`src/hw/ivp_pkg.sv`:
```
// Contract
// - limit words: exponent resets -2, mantissa from store
// - out-of-range overvoltage limit write is invalid data
// - overvoltage limit 5 V to 22 V, quarter-volt steps
// - restore reloads nearest supported overvoltage step
// - overvoltage fault sets three status bits, alerts
// - action bits: ignore, delayed, immediate, unsupported
// - delayed mode switches on, then shuts if persisting
// - restart count zero latches off after shutdown
// - counts 1-6 retry after restart_wait_period, then latch
// - restarts during overvoltage are hidden but counted
// - count seven retries forever until off or success
// - delay codes 0-1: three cycles, one rise time
// - delay codes 2-4: five cycles, code rise times
// - delay codes 5-7: nine cycles, code rise times
// - ignore mode with fault at enable: no start
// - unsupported action byte write is invalid data
// - undervoltage warning detected per phase locally
// - undervoltage warning sets three status bits, alerts
// - warning limit default 2.5 V, writes 5-22 V
// - warning limit above 5 V locks out lower writes
// - restart_wait_period scaled by programmed soft-start rise time
package ivp_pkg;
   // command codes
   localparam logic [7:0]  IVP_CMD_OV_LIMIT  = 8'h55;
   localparam logic [7:0]  IVP_CMD_OV_ACTION = 8'h56;
   localparam logic [7:0]  IVP_CMD_UV_LIMIT  = 8'h58;
   // word fields and reset values
   localparam int          IVP_EXP_MSB       = 15;
   localparam int          IVP_EXP_LSB       = 11;
   localparam logic [4:0]  IVP_EXP_RESET     = 5'h1e;
   localparam logic [10:0] IVP_OV_MAN_RESET  = 11'h058;
   localparam logic [10:0] IVP_UV_MAN_RESET  = 11'h00a;
   localparam logic [7:0]  IVP_ACTION_RESET  = 8'h80;
   // limits in sixteenths of a volt
   localparam logic signed [19:0] IVP_LIM_MIN = 20'sh00050;
   localparam logic signed [19:0] IVP_LIM_MAX = 20'sh00160;
   // limits in quarter volts for restore rounding
   localparam logic signed [19:0] IVP_Q_MIN   = 20'sh00014;
   localparam logic signed [19:0] IVP_Q_MAX   = 20'sh00058;
   // shutdown delays in switching cycles
   localparam logic [3:0]  IVP_DLY_SHORT     = 4'h3;
   localparam logic [3:0]  IVP_DLY_MID       = 4'h5;
   localparam logic [3:0]  IVP_DLY_LONG      = 4'h9;
   localparam logic [2:0]  IVP_RETRY_FOREVER = 3'h7;

   // action select codes
   typedef enum logic [1:0] {
      IVP_ACT_IGNORE  = 2'b00,
      IVP_ACT_DELAYED = 2'b01,
      IVP_ACT_IMMED   = 2'b10,
      IVP_ACT_BAD     = 2'b11
   } ivp_action_e;

   // decoded host command from the bus front end
   typedef struct packed {
      logic        valid;
      logic        write;
      logic [7:0]  code;
      logic [15:0] data;
   } ivp_cmd_s;

   // sticky status bits
   typedef struct packed {
      logic catch_all_status_bit;
      logic status_word_input;
      logic input_overvoltage_status_bit;
      logic input_undervoltage_warning_bit;
      logic invalid_data;
   } ivp_status_s;

   // linear word to signed sixteenths of a volt
   function automatic logic signed [19:0] ivp_lin_to_q4(input logic [15:0] w);
      logic signed [5:0]  sh;
      logic signed [19:0] m;
      sh = {w[IVP_EXP_MSB], w[IVP_EXP_MSB:IVP_EXP_LSB]} + 6'sd4;
      m  = {{9{w[10]}}, w[10:0]};
      if (sh[5]) return m >>> (-sh);
      else return m <<< sh[4:0];
   endfunction
endpackage
```
`src/hw/ivp_input_protect.sv`:
```
`timescale 1ns/1ps
module ivp_input_protect
   import ivp_pkg::*;
(
   // clock and reset
   input  wire logic        mclk,
   input  wire logic        sys_rst,
   // host command port
   input  wire ivp_cmd_s    cmd,
   output logic [15:0]      cmd_rdata,
   output logic             cmd_ack,
   input  wire logic        status_clear,
   // store restore
   input  wire logic        nvm_restore,
   input  wire logic [15:0] nvm_ov_limit,
   input  wire logic [15:0] nvm_uv_limit,
   input  wire logic [7:0]  nvm_ov_action,
   // telemetry and converter control
   input  wire logic [18:0] vin_sample,
   input  wire logic        vin_valid,
   input  wire logic        pwm_clk,
   input  wire logic        conv_enable,
   input  wire logic [15:0] soft_start_rise_time,
   output logic             switch_enable,
   // status and alert
   output ivp_status_s      status,
   output logic             smb_alert_n
);

   ////////////////////////////////////////////////////////////////////////////
   // registers and decode
   logic [15:0]        input_overvoltage_fault_limit;     // linear word
   logic [7:0]         input_overvoltage_fault_action;    // action byte
   logic [15:0]        input_undervoltage_warning_limit;  // linear word
   logic               uv_locked;                         // raised above 5 V once
   logic signed [19:0] ov_q4;                             // decoded limits
   logic signed [19:0] uv_q4;
   logic signed [19:0] wr_q4;
   logic signed [19:0] rst_q;
   logic               ov_wr_ok;
   logic               uv_wr_ok;
   logic               act_wr_ok;
   logic               wr_hit;
   logic               wr_bad;
   ivp_action_e        ov_action_select;
   logic [2:0]         ov_restart_count;
   logic [2:0]         ov_shutdown_delay_code;

   assign ov_action_select       = ivp_action_e'(input_overvoltage_fault_action[7:6]);
   assign ov_restart_count       = input_overvoltage_fault_action[5:3];
   assign ov_shutdown_delay_code = input_overvoltage_fault_action[2:0];
   assign ov_q4 = ivp_lin_to_q4(input_overvoltage_fault_limit);
   assign uv_q4 = ivp_lin_to_q4(input_undervoltage_warning_limit);
   assign wr_q4 = ivp_lin_to_q4(cmd.data);
   // restore rounding: quarter volts, half step up
   assign rst_q = (ivp_lin_to_q4(nvm_ov_limit) + 20'sd2) >>> 2;

   // write checks; quarter steps means the low two sixteenth bits are zero
   assign ov_wr_ok  = wr_q4 >= IVP_LIM_MIN && wr_q4 <= IVP_LIM_MAX
                      && wr_q4[1:0] == 2'b00;
   assign uv_wr_ok  = wr_q4 >= IVP_LIM_MIN && wr_q4 <= IVP_LIM_MAX
                      && !(uv_locked && wr_q4 < IVP_LIM_MIN);
   assign act_wr_ok = cmd.data[7:6] != IVP_ACT_BAD;
   assign wr_hit    = cmd.valid && cmd.write;
   // unsupported writes never reach the register, they only flag
   assign wr_bad = wr_hit && ((cmd.code == IVP_CMD_OV_LIMIT && !ov_wr_ok)
                           || (cmd.code == IVP_CMD_OV_ACTION && !act_wr_ok)
                           || (cmd.code == IVP_CMD_UV_LIMIT && !uv_wr_ok));

   // limit and action registers
   always_ff @(posedge mclk or posedge sys_rst) begin
      if (sys_rst) begin
         input_overvoltage_fault_limit    <= {IVP_EXP_RESET, IVP_OV_MAN_RESET};
         input_undervoltage_warning_limit <= {IVP_EXP_RESET, IVP_UV_MAN_RESET};
         input_overvoltage_fault_action   <= IVP_ACTION_RESET;
      end else if (nvm_restore) begin
         // restore snaps to the nearest supported quarter-volt step
         if (rst_q < IVP_Q_MIN)
            input_overvoltage_fault_limit <= {IVP_EXP_RESET, IVP_Q_MIN[10:0]};
         else if (rst_q > IVP_Q_MAX)
            input_overvoltage_fault_limit <= {IVP_EXP_RESET, IVP_Q_MAX[10:0]};
         else
            input_overvoltage_fault_limit <= {IVP_EXP_RESET, rst_q[10:0]};
         input_undervoltage_warning_limit <= nvm_uv_limit;
         input_overvoltage_fault_action   <= nvm_ov_action;
      end else if (wr_hit && !wr_bad) begin
         unique case (cmd.code)
            IVP_CMD_OV_LIMIT:  input_overvoltage_fault_limit    <= cmd.data;
            IVP_CMD_OV_ACTION: input_overvoltage_fault_action   <= cmd.data[7:0];
            IVP_CMD_UV_LIMIT:  input_undervoltage_warning_limit <= cmd.data;
            default: ;
         endcase
      end
   end

   // lockout once the warning limit has been placed above 5 V
   always_ff @(posedge mclk or posedge sys_rst) begin
      if (sys_rst)
         uv_locked <= 1'b0;
      else if (wr_hit && !wr_bad && cmd.code == IVP_CMD_UV_LIMIT && wr_q4 > IVP_LIM_MIN)
         uv_locked <= 1'b1;
   end

   // read back, registered; unknown codes read zero
   always_ff @(posedge mclk or posedge sys_rst) begin
      if (sys_rst) begin
         cmd_rdata <= 16'h0000;
         cmd_ack   <= 1'b0;
      end else begin
         cmd_ack <= cmd.valid;
         if (cmd.valid && !cmd.write) begin
            unique case (cmd.code)
               IVP_CMD_OV_LIMIT:  cmd_rdata <= input_overvoltage_fault_limit;
               IVP_CMD_OV_ACTION: cmd_rdata <= {8'h00, input_overvoltage_fault_action};
               IVP_CMD_UV_LIMIT:  cmd_rdata <= input_undervoltage_warning_limit;
               default:           cmd_rdata <= 16'h0000;
            endcase
         end
      end
   end

   ////////////////////////////////////////////////////////////////////////////
   // switching clock sampled into mclk
   logic [2:0] pwm_sync;   // three stages, only stage 0 feeds stage 1
   logic       pwm_level;  // accepted level
   logic       pwm_edge;   // one mclk pulse per accepted rising edge

   // a change counts only when stages two and three agree
   always_ff @(posedge mclk or posedge sys_rst) begin
      if (sys_rst) begin
         pwm_sync  <= 3'h0;
         pwm_level <= 1'b0;
      end else begin
         pwm_sync <= {pwm_sync[1:0], pwm_clk};
         if (pwm_sync[1] == pwm_sync[2])
            pwm_level <= pwm_sync[2];
      end
   end
   assign pwm_edge = pwm_sync[1] && pwm_sync[2] && !pwm_level;

   ////////////////////////////////////////////////////////////////////////////
   // telemetry compare
   logic signed [19:0] vin_s;
   logic               ov_now;    // last sample above the fault limit
   logic               uv_now;    // last sample below the warning limit
   logic               ov_event;  // first sample that crosses
   logic               uv_event;

   assign vin_s    = {1'b0, vin_sample};
   assign ov_event = vin_valid && vin_s > ov_q4 && !ov_now;
   // each phase compares its own supply; no stack sharing here
   assign uv_event = vin_valid && vin_s < uv_q4 && !uv_now;

   always_ff @(posedge mclk or posedge sys_rst) begin
      if (sys_rst) begin
         ov_now <= 1'b0;
         uv_now <= 1'b0;
      end else if (vin_valid) begin
         ov_now <= vin_s > ov_q4;
         uv_now <= vin_s < uv_q4;
      end
   end

   ////////////////////////////////////////////////////////////////////////////
   // sticky status; a set in the clear cycle wins
   ivp_status_s set_bits;

   always_comb begin
      set_bits = '0;
      set_bits.input_overvoltage_status_bit   = ov_event;
      set_bits.input_undervoltage_warning_bit = uv_event;
      set_bits.invalid_data                   = wr_bad;
      set_bits.catch_all_status_bit = ov_event || uv_event || wr_bad;
      set_bits.status_word_input    = ov_event || uv_event;
   end

   always_ff @(posedge mclk or posedge sys_rst) begin
      if (sys_rst)
         status <= '0;
      else if (status_clear)
         status <= set_bits;
      else
         status <= status | set_bits;
   end
   // alert held while anything is flagged
   assign smb_alert_n = !(|status);

   ////////////////////////////////////////////////////////////////////////////
   // overvoltage response sequencer
   typedef enum logic [2:0] {
      IVP_OFF   = 3'b000,
      IVP_RUN   = 3'b001,
      IVP_DELAY = 3'b011,
      IVP_WAIT  = 3'b010,
      IVP_LATCH = 3'b110
   } ivp_state_e;

   ivp_state_e  state;
   ivp_state_e  next_state;
   logic [3:0]  dly_cycles;   // shutdown delay for the code
   logic [2:0]  hic_mult;     // restart_wait_period multiple of the rise time
   logic [18:0] hic_cycles;
   logic [18:0] count;        // switching cycles left in delay or wait
   logic [2:0]  attempts;     // failed restarts so far
   logic        retry_left;
   logic        shut_to;      // target after a shutdown: wait or latch

   // delay code table; codes 0 and 1 share the shortest settings
   always_comb begin
      if (ov_shutdown_delay_code <= 3'h1) begin
         dly_cycles = IVP_DLY_SHORT;
         hic_mult   = 3'h1;
      end else if (ov_shutdown_delay_code <= 3'h4) begin
         dly_cycles = IVP_DLY_MID;
         hic_mult   = ov_shutdown_delay_code;
      end else begin
         dly_cycles = IVP_DLY_LONG;
         hic_mult   = ov_shutdown_delay_code;
      end
   end
   assign hic_cycles = 19'(soft_start_rise_time) * 19'(hic_mult);
   assign retry_left = ov_restart_count == IVP_RETRY_FOREVER
                       || attempts + 3'h1 < ov_restart_count;
   assign shut_to    = ov_restart_count != 3'h0;

   // next state
   always_comb begin
      next_state = state;
      if (!conv_enable) begin
         next_state = IVP_OFF;
      end else begin
         unique case (state)
            IVP_OFF:   if (!ov_now) next_state = IVP_RUN;
            IVP_RUN: begin
               if (ov_event && ov_action_select == IVP_ACT_DELAYED)
                  next_state = IVP_DELAY;
               else if (ov_event && ov_action_select == IVP_ACT_IMMED)
                  next_state = shut_to ? IVP_WAIT : IVP_LATCH;
            end
            IVP_DELAY: begin
               if (pwm_edge && count == 19'h0)
                  next_state = !ov_now ? IVP_RUN
                             : shut_to ? IVP_WAIT : IVP_LATCH;
            end
            IVP_WAIT: begin
               if (pwm_edge && count == 19'h0 && !ov_now)
                  next_state = IVP_RUN;
               else if (pwm_edge && count == 19'h0 && !retry_left)
                  next_state = IVP_LATCH;
            end
            IVP_LATCH: next_state = IVP_LATCH;
            default:   next_state = IVP_OFF;
         endcase
      end
   end

   always_ff @(posedge mclk or posedge sys_rst) begin
      if (sys_rst)
         state <= IVP_OFF;
      else
         state <= next_state;
   end

   // switching cycle counter, loaded on entry to delay or wait
   always_ff @(posedge mclk or posedge sys_rst) begin
      if (sys_rst)
         count <= 19'h0;
      else if (next_state == IVP_DELAY && state != IVP_DELAY)
         count <= 19'(dly_cycles) - 19'h1;
      else if (next_state == IVP_WAIT && (state != IVP_WAIT || (pwm_edge && count == 19'h0)))
         count <= (hic_cycles == 19'h0) ? 19'h0 : hic_cycles - 19'h1;
      else if (pwm_edge && count != 19'h0)
         count <= count - 19'h1;
   end

   // hidden restarts still count; a good start clears the tally
   always_ff @(posedge mclk or posedge sys_rst) begin
      if (sys_rst)
         attempts <= 3'h0;
      else if (state == IVP_OFF || next_state == IVP_RUN)
         attempts <= 3'h0;
      else if (state == IVP_WAIT && pwm_edge && count == 19'h0 && ov_now
               && attempts != IVP_RETRY_FOREVER)
         attempts <= attempts + 3'h1;
   end

   // switching stays on through the delay window
   always_ff @(posedge mclk or posedge sys_rst) begin
      if (sys_rst)
         switch_enable <= 1'b0;
      else
         switch_enable <= next_state == IVP_RUN || next_state == IVP_DELAY;
   end
endmodule

```
`config.mk`:
```
export PLATFORM = sky130hd
export DESIGN_NAME = ivp_input_protect
export DESIGN_NICKNAME = d
export VERILOG_FILES = /design/src/hw/ivp_pkg.sv /design/src/hw/ivp_input_protect.sv
export SDC_FILE = /design/constraint.sdc
export NUM_CORES = 1
export LEC_CHECK = 0
export BUFFER_PORTS_ARGS = -buffer_cell sky130_fd_sc_hd__buf_2
export CAP_MARGIN = 20
export CORE_MARGIN = 3
export CORE_UTILIZATION = 42
export DETAILED_ROUTE_END_ITERATION = 6
export HOLD_SLACK_MARGIN = 0.02
export PLACE_DENSITY = 0.67
export SYNTH_ARGS = -nofsm -noshare
export SYNTH_HDL_FRONTEND = slang
export SYNTH_SLANG_ARGS = --single-unit
export TNS_END_PERCENT = 100
```
`constraint.sdc`:
```
create_clock -name mclk -period 8.1 [get_ports mclk]
set_input_delay 1.62 -clock mclk [delete_from_list [all_inputs] [get_ports mclk]]
set_output_delay 1.62 -clock mclk [all_outputs]
set_load 0.01 [all_outputs]
```
Yosys cells after proc, flatten, opt, wreduce, memory -nomap -nowiden
Cells that the tools add are included.
{"block": "classes", "n_addsub": 13, "shift": 8, "n_mux": 36, "n_mul": 1, "order_cmp": 11, "n_reduce_logical": 66, "eq_ne": 18, "n_bitwise": 1}
{"operator": "$mux W16", "count": 6}
{"operator": "$mux W20", "count": 4}
{"operator": "$sshl A11 B5 Y20", "count": 4}
{"operator": "$sshr A11 B6 Y20", "count": 4}
{"operator": "$mux W19", "count": 4}
{"operator": "$pmux W16 S3", "count": 1}
{"operator": "$logic_not A19 Y1", "count": 2}
{"operator": "$sub A19 B1 Y19 const B", "count": 2}
{"operator": "$mux W3", "count": 12}
{"operator": "$logic_and A1 B1 Y1", "count": 31}
{"operator": "$add A5 B4 Y6 const B", "count": 4}
{"operator": "$eq A8 B7 Y1 const B", "count": 3}
{"operator": "$mux W8", "count": 3}
{"operator": "$neg A6 Y6", "count": 4}
{"operator": "$mux W11", "count": 2}
{"operator": "$add A20 B3 Y20 const B", "count": 1}
{"operator": "$ge A20 B8 Y1 const B", "count": 1}
{"operator": "$gt A20 B20 Y1", "count": 1}
{"operator": "$gt A20 B8 Y1 const B", "count": 1}
{"operator": "$le A20 B10 Y1 const B", "count": 1}
{"operator": "$lt A20 B20 Y1", "count": 1}
{"operator": "$lt A20 B8 Y1 const B", "count": 1}
{"operator": "$mul A16 B3 Y19", "count": 1}
{"operator": "$reduce_bool A19 Y1", "count": 1}
{"operator": "other kinds (28)", "count": 59}
{"block": "word_totals", "wordCells": 173, "out_inout_bits": 24, "input_bits": 108, "reg_bits": 95}

Longest topological paths before layout
{"block": "depth", "depth_word": 16, "mapped_depth": 26, "mapped_depth_nobuf": 23}

Worst setup path before layout
OpenSTA, ideal clock, no wires.
{"block": "synth_path", "path_type": "input -> register", "from": "in nvm_ov_limit[12]", "to": "reg input_overvoltage_fault_limit[1]", "cell_stages": 21, "setup_ns": 0.083, "setup_slack_ns": 2.393, "arrival_time_ns": 5.624, "n_path_buf": 5, "required_ns": 8.017, "path_cell_list": "buf_6 buf_2 buf_2 inv_1 ha_1 clkbuf_1 xor2_1 o31ai_1 nand4_1 o2111ai_1 inv_1 ha_1 clkbuf_1 inv_1 a211o_1 or2_1 o22a_1 nor4_2 o21ai_2 or3_1 o22ai_1"}
{"block": "synth_via", "elab_chain_len": 9, "word_cells_on_any_way": 11, "cone_classes": "3 x add/sub; 2 x order compare; 2 x shift; 4 x mux"}
{"item": "start: declaration", "line_no": "ivp_input_protect.sv:15", "text": "input wire logic [15:0] nvm_ov_limit,"}
{"item": "$add A5 B4 Y6 (*)", "line_no": "ivp_pkg.sv:76", "text": "sh = {w[IVP_EXP_MSB], w[IVP_EXP_MSB:IVP_EXP_LSB]} + 6'sd4;"}
{"item": "$neg A6 Y6", "line_no": "ivp_pkg.sv:78", "text": "if (sh[5]) return m >>> (-sh);"}
{"item": "$sshr A11 B6 Y20", "line_no": "ivp_pkg.sv:78"}
{"item": "$mux W20 (*)", "line_no": "ivp_pkg.sv:78"}
{"item": "$add A20 B3 Y20 (*)", "line_no": "ivp_input_protect.sv:56", "text": "assign rst_q = (ivp_lin_to_q4(nvm_ov_limit) + 20'sd2) >>> 2;"}
{"item": "$gt A18 B8 Y1", "line_no": "ivp_input_protect.sv:80", "text": "else if (rst_q > IVP_Q_MAX)"}
{"item": "$mux W11", "line_no": "ivp_input_protect.sv:80"}
{"item": "$mux W11 (*)", "line_no": "ivp_input_protect.sv:78", "text": "if (rst_q < IVP_Q_MIN)"}
{"item": "$mux W16 (*)", "line_no": "ivp_input_protect.sv:76", "text": "end else if (nvm_restore) begin"}
{"item": "end signal: assignment", "line_no": "ivp_input_protect.sv:79", "text": "input_overvoltage_fault_limit <= {IVP_EXP_RESET, IVP_Q_MIN[10:0]};"}
{"item": "end signal: assignment", "line_no": "ivp_input_protect.sv:81", "text": "input_overvoltage_fault_limit <= {IVP_EXP_RESET, IVP_Q_MAX[10:0]};"}
{"item": "end signal: assignment", "line_no": "ivp_input_protect.sv:83", "text": "input_overvoltage_fault_limit <= {IVP_EXP_RESET, rst_q[10:0]};"}
{"item": "end: declaration", "line_no": "ivp_input_protect.sv:32", "text": "logic [15:0] input_overvoltage_fault_limit;"}
Mark *: on every way between the ends. The rest lies on a longest branch, timed or not.
A chain may end at the register's enable or synchronous reset.

Worst setup path after layout
{"block": "layout_path", "from": "reg input_overvoltage_fault_limit[13]", "to": "reg count[12]"}
{"block": "layout_via", "elab_chain_len": 16, "word_cells_on_any_way": 21, "cone_classes": "2 x add/sub; 1 x order compare; 2 x eq/ne; 2 x shift; 7 x mux; 7 x reduce/logical"}
{"item": "start signal: assignment", "line_no": "ivp_input_protect.sv:73", "text": "input_overvoltage_fault_limit <= {IVP_EXP_RESET, IVP_OV_MAN_RESET};"}
{"item": "start signal: assignment", "line_no": "ivp_input_protect.sv:79"}
{"item": "start signal: assignment", "line_no": "ivp_input_protect.sv:81"}
{"item": "$add A5 B4 Y6 (*)", "line_no": "ivp_pkg.sv:76"}
{"item": "$neg A6 Y6", "line_no": "ivp_pkg.sv:78"}
{"item": "$sshr A11 B6 Y20", "line_no": "ivp_pkg.sv:78"}
{"item": "$mux W20 (*)", "line_no": "ivp_pkg.sv:78"}
{"item": "$gt A20 B20 Y1 (*)", "line_no": "ivp_input_protect.sv:150", "text": "assign ov_event = vin_valid && vin_s > ov_q4 && !ov_now;"}
{"item": "$logic_and A1 B1 Y1 (*) (2 in series)", "line_no": "ivp_input_protect.sv:150"}
{"item": "$logic_and A1 B1 Y1", "line_no": "ivp_input_protect.sv:237", "text": "else if (ov_event && ov_action_select == IVP_ACT_IMMED)"}
{"item": "$mux W3", "line_no": "ivp_input_protect.sv:237"}
{"item": "$mux W3 (*)", "line_no": "ivp_input_protect.sv:235", "text": "if (ov_event && ov_action_select == IVP_ACT_DELAYED)"}
{"item": "$pmux W3 S5 (*)", "line_no": "ivp_input_protect.sv:232", "text": "unique case (state)"}
{"item": "$mux W3 (*)", "line_no": "ivp_input_protect.sv:229", "text": "if (!conv_enable) begin"}
{"item": "named net next_state[1]", "line_no": "ivp_input_protect.sv:199", "text": "ivp_state_e next_state;"}
{"item": "$eq A3 B2 Y1", "line_no": "ivp_input_protect.sv:270", "text": "else if (next_state == IVP_WAIT && (state != IVP_WAIT || (pwm_edge && count == 19'h0)))"}
{"item": "$logic_and A1 B1 Y1", "line_no": "ivp_input_protect.sv:270"}
{"item": "$mux W19", "line_no": "ivp_input_protect.sv:270"}
{"item": "$mux W19", "line_no": "ivp_input_protect.sv:268", "text": "else if (next_state == IVP_DELAY && state != IVP_DELAY)"}
{"item": "end signal: assignment", "line_no": "ivp_input_protect.sv:269", "text": "count <= 19'(dly_cycles) - 19'h1;"}
{"item": "end signal: assignment", "line_no": "ivp_input_protect.sv:271", "text": "count <= (hic_cycles == 19'h0) ? 19'h0 : hic_cycles - 19'h1;"}
{"item": "end signal: assignment", "line_no": "ivp_input_protect.sv:273", "text": "count <= count - 19'h1;"}
{"item": "end: declaration", "line_no": "ivp_input_protect.sv:203", "text": "logic [18:0] count;"}
Mark *: on every way through the listed nets, which the timed path passes. The rest lies on a longest branch.

==> results.cfg <==
[timing]
fmax_mhz = 153
fin_crit_sh = 0.807
finClkSkew_ns = 0.0133
max_slew_margin = 0.291
final_count_of_negative_setup_slack_endpoints = 0
slew_violations = 0
final_critical_path_setup_slack_ns = 1.56
tightest_slew_ns = 1.05
rsz0062_at_grt = false
timing_hold_violations_final = 0
fin_tns_setup_ns = 0
finalWorstPathRequiredPeriod_ns = 6.54

[setup_path]
timing.critical_path.arrival_ns = 6.74
worst_setup_path_start_kind = register
setup.worst_path.end_class = register
largest_fanout_of_any_net_on_the_critical_path = 31
crit_required_ns = 8.30
worst-setup-path-type = register to register

[worst_hold_path]
timing.hold.worst.class = register to register

[drt]
drt_iter0_markers = 1246
drcViolationCount = 0
final_antenna_net_count = 0
routed-via-count = 13500
drt_wl_total_microns = 41700
drt-vias-per-instance = 6.20
dr.pass1.iters = 6
avgRoutedWirePerCell_microns = 19.2

[grt]
grt.overflow.total = 0
first_global_vias = 12800
wire_length_of_the_first_global_routing_pass_microns = 67100
grt_usage = 0.238
grt_antenna_before_repair = 0
grt_max_degree = 65

[floorplanning]
coreArea_sq_um = 31600
initial_utilization = 0.427
die_x_microns = 185
floorplan.io_pins = 132
cell_rows = 65
design.die.area_sq_um = 34400
die_h_microns = 185

[flow_run]
max-cap-violations = 0

[clock_tree]
cts_buffers = 9
cts_tree = yes
post_cts_resized = 0
clkSinkCount = 94
clock_tree.root_cell = sky130_fd_sc_hd__clkbuf_16
cts_buffer_depth = 2
ctsHtreeMaxLevel = 3
postCtsSetupRepairBufs = 0
holdBufCountCts = 0
clkLatencyLatePin_ns = 0.37
clkSlewWorstSetupHoldPaths_ns = 0.08

[finish]
finalNetCount = 1963
proportion_of_layout_cells_with_a_drive_suffix_above_1 = 0.155
area_growth_pct = 8.18
n_antenna_cell = 0
fillerInstances = 3152

[synth]
async_reset_ff_frac = 1.00
synth-seq-cells = 94
synthXorXnorAreaFrac = 0.0470
syn_nets = 1928
muxShareOfSynthArea = 0.163
synth_sequential_area_ratio = 0.175
post_synth_num_cell_types = 101
yosysWarningCount = 0
synth-compound-area-share = 0.250
area_fraction_in_and_or_nand_and_nor_cells_after_synthesis = 0.215
syn_area_sq_um = 13500
synth_fa_ha_area_frac = 0.0925
combinational_family_with_the_most_area_after_synthesis = compound AO/OA/AOI/OAI gates
post-synth-top-count-cell = sky130_fd_sc_hd__nand2_1
synth_ff_type = sky130_fd_sc_hd__dfrtp_1
post_synth_edffs = 0
yosys-top-cells-count = sky130_fd_sc_hd__nand2_1 (228), sky130_fd_sc_hd__nor2_1 (132), sky130_fd_sc_hd__a21oi_1 (126)
synth.avg_cell_area_sq_um = 7.82
netlist_instances = 1729
netlist.top_cell.by_area = sky130_fd_sc_hd__dfrtp_1
synth_top_area_share = 0.148
synth_top_cells_by_area = sky130_fd_sc_hd__dfrtp_1 (15%), sky130_fd_sc_hd__mux2i_1 (7.4%), sky130_fd_sc_hd__ha_1 (7.0%)

[power]
power_per_cell_area_nw_per_um2 = 142
power.static_leakage_nw = 6.18
max-vdd-ir-drop_mv = 0.103

[placed_design]
dp_worst_setup_slack_ns = 1.45
place_hpwl_microns = 32400
place.gp.congestion = 0.958
numPortBuffers = 131

[outcome]
outcome = completed
## cell families after synthesis
family                     after synthesis
and+or+nand+nor                        602
AOI/OAI and AO/OA                      510
buffers and inverters                  196
muxes                                  165
DFF                                     94
adders and majority gates               91
xor gates and xnor gates                71
## per-layer routing
metal / part of all wire / routed length (microns) / track usage
met5: 0 / 0 / 0
met4: 0.034 / 1410 / 0.0789
met3: 0.059 / 2470 / 0.0202
met2: 0.46 / 19200 / 0.395
met1: 0.45 / 18600 / 0.329
## report_power, final
part           total [mW]  internal (mW)  switching, mW
sequential          0.623          0.536         0.0874
clock               0.464          0.247          0.217
combinational       0.986          0.414          0.572
## state kept, by name, summed over array words and instances (netlist names)
register                          cells
pwm_level                             1
attempts                              3
input_overvoltage_fault_limit        16
pwm_sync                              3
count                                19
status                                5
uv_now                                1
ov_now                                1
state                                 3
cmd_ack                               1
input_undervoltage_warning_limit     16
cmd_rdata                            16
switch_enable                         1
input_overvoltage_fault_action        8
## layout make-up
type / instances / area [sq um] / area share
Timing Repair Buffer: 142 / 738 / 0.0505
Tap cell: 402 / 503 / 0.0344
Sequential cell: 94 / 2370 / 0.162
Clock inverter: 7 / 91.3 / 0.00624
Clock buffer: 9 / 225 / 0.0154
Inverter: 78 / 295 / 0.0202
Multi-Input combinational cell: 1439 / 10400 / 0.711
## critical path, stage by stage (launching register included)
cell,delay [ns]
sky130_fd_sc_hd__dfstp_2,0.90
sky130_fd_sc_hd__ha_1,0.57
sky130_fd_sc_hd__inv_1,0.24
sky130_fd_sc_hd__nand3_1,0.17
sky130_fd_sc_hd__o22ai_1,0.53
sky130_fd_sc_hd__a21oi_1,0.21
sky130_fd_sc_hd__nor2_1,0.24
sky130_fd_sc_hd__mux2i_1,0.25
sky130_fd_sc_hd__nor2_1,0.06
sky130_fd_sc_hd__a21oi_1,0.19
sky130_fd_sc_hd__ha_1,0.17
sky130_fd_sc_hd__nand4_1,0.11
sky130_fd_sc_hd__nor4_1,0.37
sky130_fd_sc_hd__o21ai_0,0.23
sky130_fd_sc_hd__a311oi_1,0.55
sky130_fd_sc_hd__o21ai_0,0.36
sky130_fd_sc_hd__nand2_1,0.20
sky130_fd_sc_hd__nand3b_1,0.52
sky130_fd_sc_hd__a22oi_1,0.39
sky130_fd_sc_hd__a211oi_1,0.08
## cell usage in the layout (no fill, tap or decap), types with 12 or more instances in the layout
cell,count
sky130_fd_sc_hd__a211oi_1,21
sky130_fd_sc_hd__a21o_1,31
sky130_fd_sc_hd__a21oi_1,126
sky130_fd_sc_hd__a22oi_1,24
sky130_fd_sc_hd__a31oi_1,27
sky130_fd_sc_hd__and2_1,20
sky130_fd_sc_hd__and3_1,14
sky130_fd_sc_hd__buf_2,131
sky130_fd_sc_hd__dfrtp_1,80
sky130_fd_sc_hd__dfstp_2,14
sky130_fd_sc_hd__fa_1,15
sky130_fd_sc_hd__ha_1,76
sky130_fd_sc_hd__inv_1,74
sky130_fd_sc_hd__mux2_2,23
sky130_fd_sc_hd__mux2i_1,100
sky130_fd_sc_hd__mux4_2,42
sky130_fd_sc_hd__nand2_1,228
sky130_fd_sc_hd__nand2b_1,23
sky130_fd_sc_hd__nand3_1,36
sky130_fd_sc_hd__nand4_1,15
sky130_fd_sc_hd__nor2_1,132
sky130_fd_sc_hd__nor2b_1,21
sky130_fd_sc_hd__nor3_1,28
sky130_fd_sc_hd__nor4_1,12
sky130_fd_sc_hd__o211ai_1,14
sky130_fd_sc_hd__o21ai_0,122
sky130_fd_sc_hd__o22ai_1,13
sky130_fd_sc_hd__o31ai_1,16
sky130_fd_sc_hd__xnor2_1,41
sky130_fd_sc_hd__xor2_1,29
## through the flow
stage | util | hold slack, ns | area (sq um) | std cells | total power, mW
2_1_floorplan | - | 0.331 | 13500 | 1729 | 1.35
3_3_place_gp | 0.452 | 0.334 | 14300 | 2155 | 1.59
3_5_place_dp | 0.452 | 0.340 | 14300 | 2155 | 1.60
4_1_cts | 0.462 | 0.357 | 14600 | 2171 | 2.08
5_1_grt | 0.462 | 0.369 | 14600 | 2171 | 2.23
6_report | 0.462 | 0.351 | 14600 | 2171 | 2.07
## worst paths after layout
path | startpoint | end | slack, ns | cells after the start
min | pwm_sync[0]$_DFF_PP0_ | pwm_sync[1]$_DFF_PP0_ | 0.35 | 0
max | input_overvoltage_fault_limit[13]$_DFFE_PP1P_ | count[12]$_DFFE_PP0P_ | 1.56 | 19
max in group asynchronous | sys_rst | input_overvoltage_fault_limit[7]$_DFFE_PP0P_ | 5.70 | 3
min in group asynchronous | sys_rst | input_overvoltage_fault_action[1]$_DFFE_PP0P_ | 1.24 | 2
max reg2reg | input_overvoltage_fault_limit[13]$_DFFE_PP1P_ | count[12]$_DFFE_PP0P_ | 1.56 | 19
min reg2reg | pwm_sync[0]$_DFF_PP0_ | pwm_sync[1]$_DFF_PP0_ | 0.35 | 0
Power figures use the tool's default switching activity.
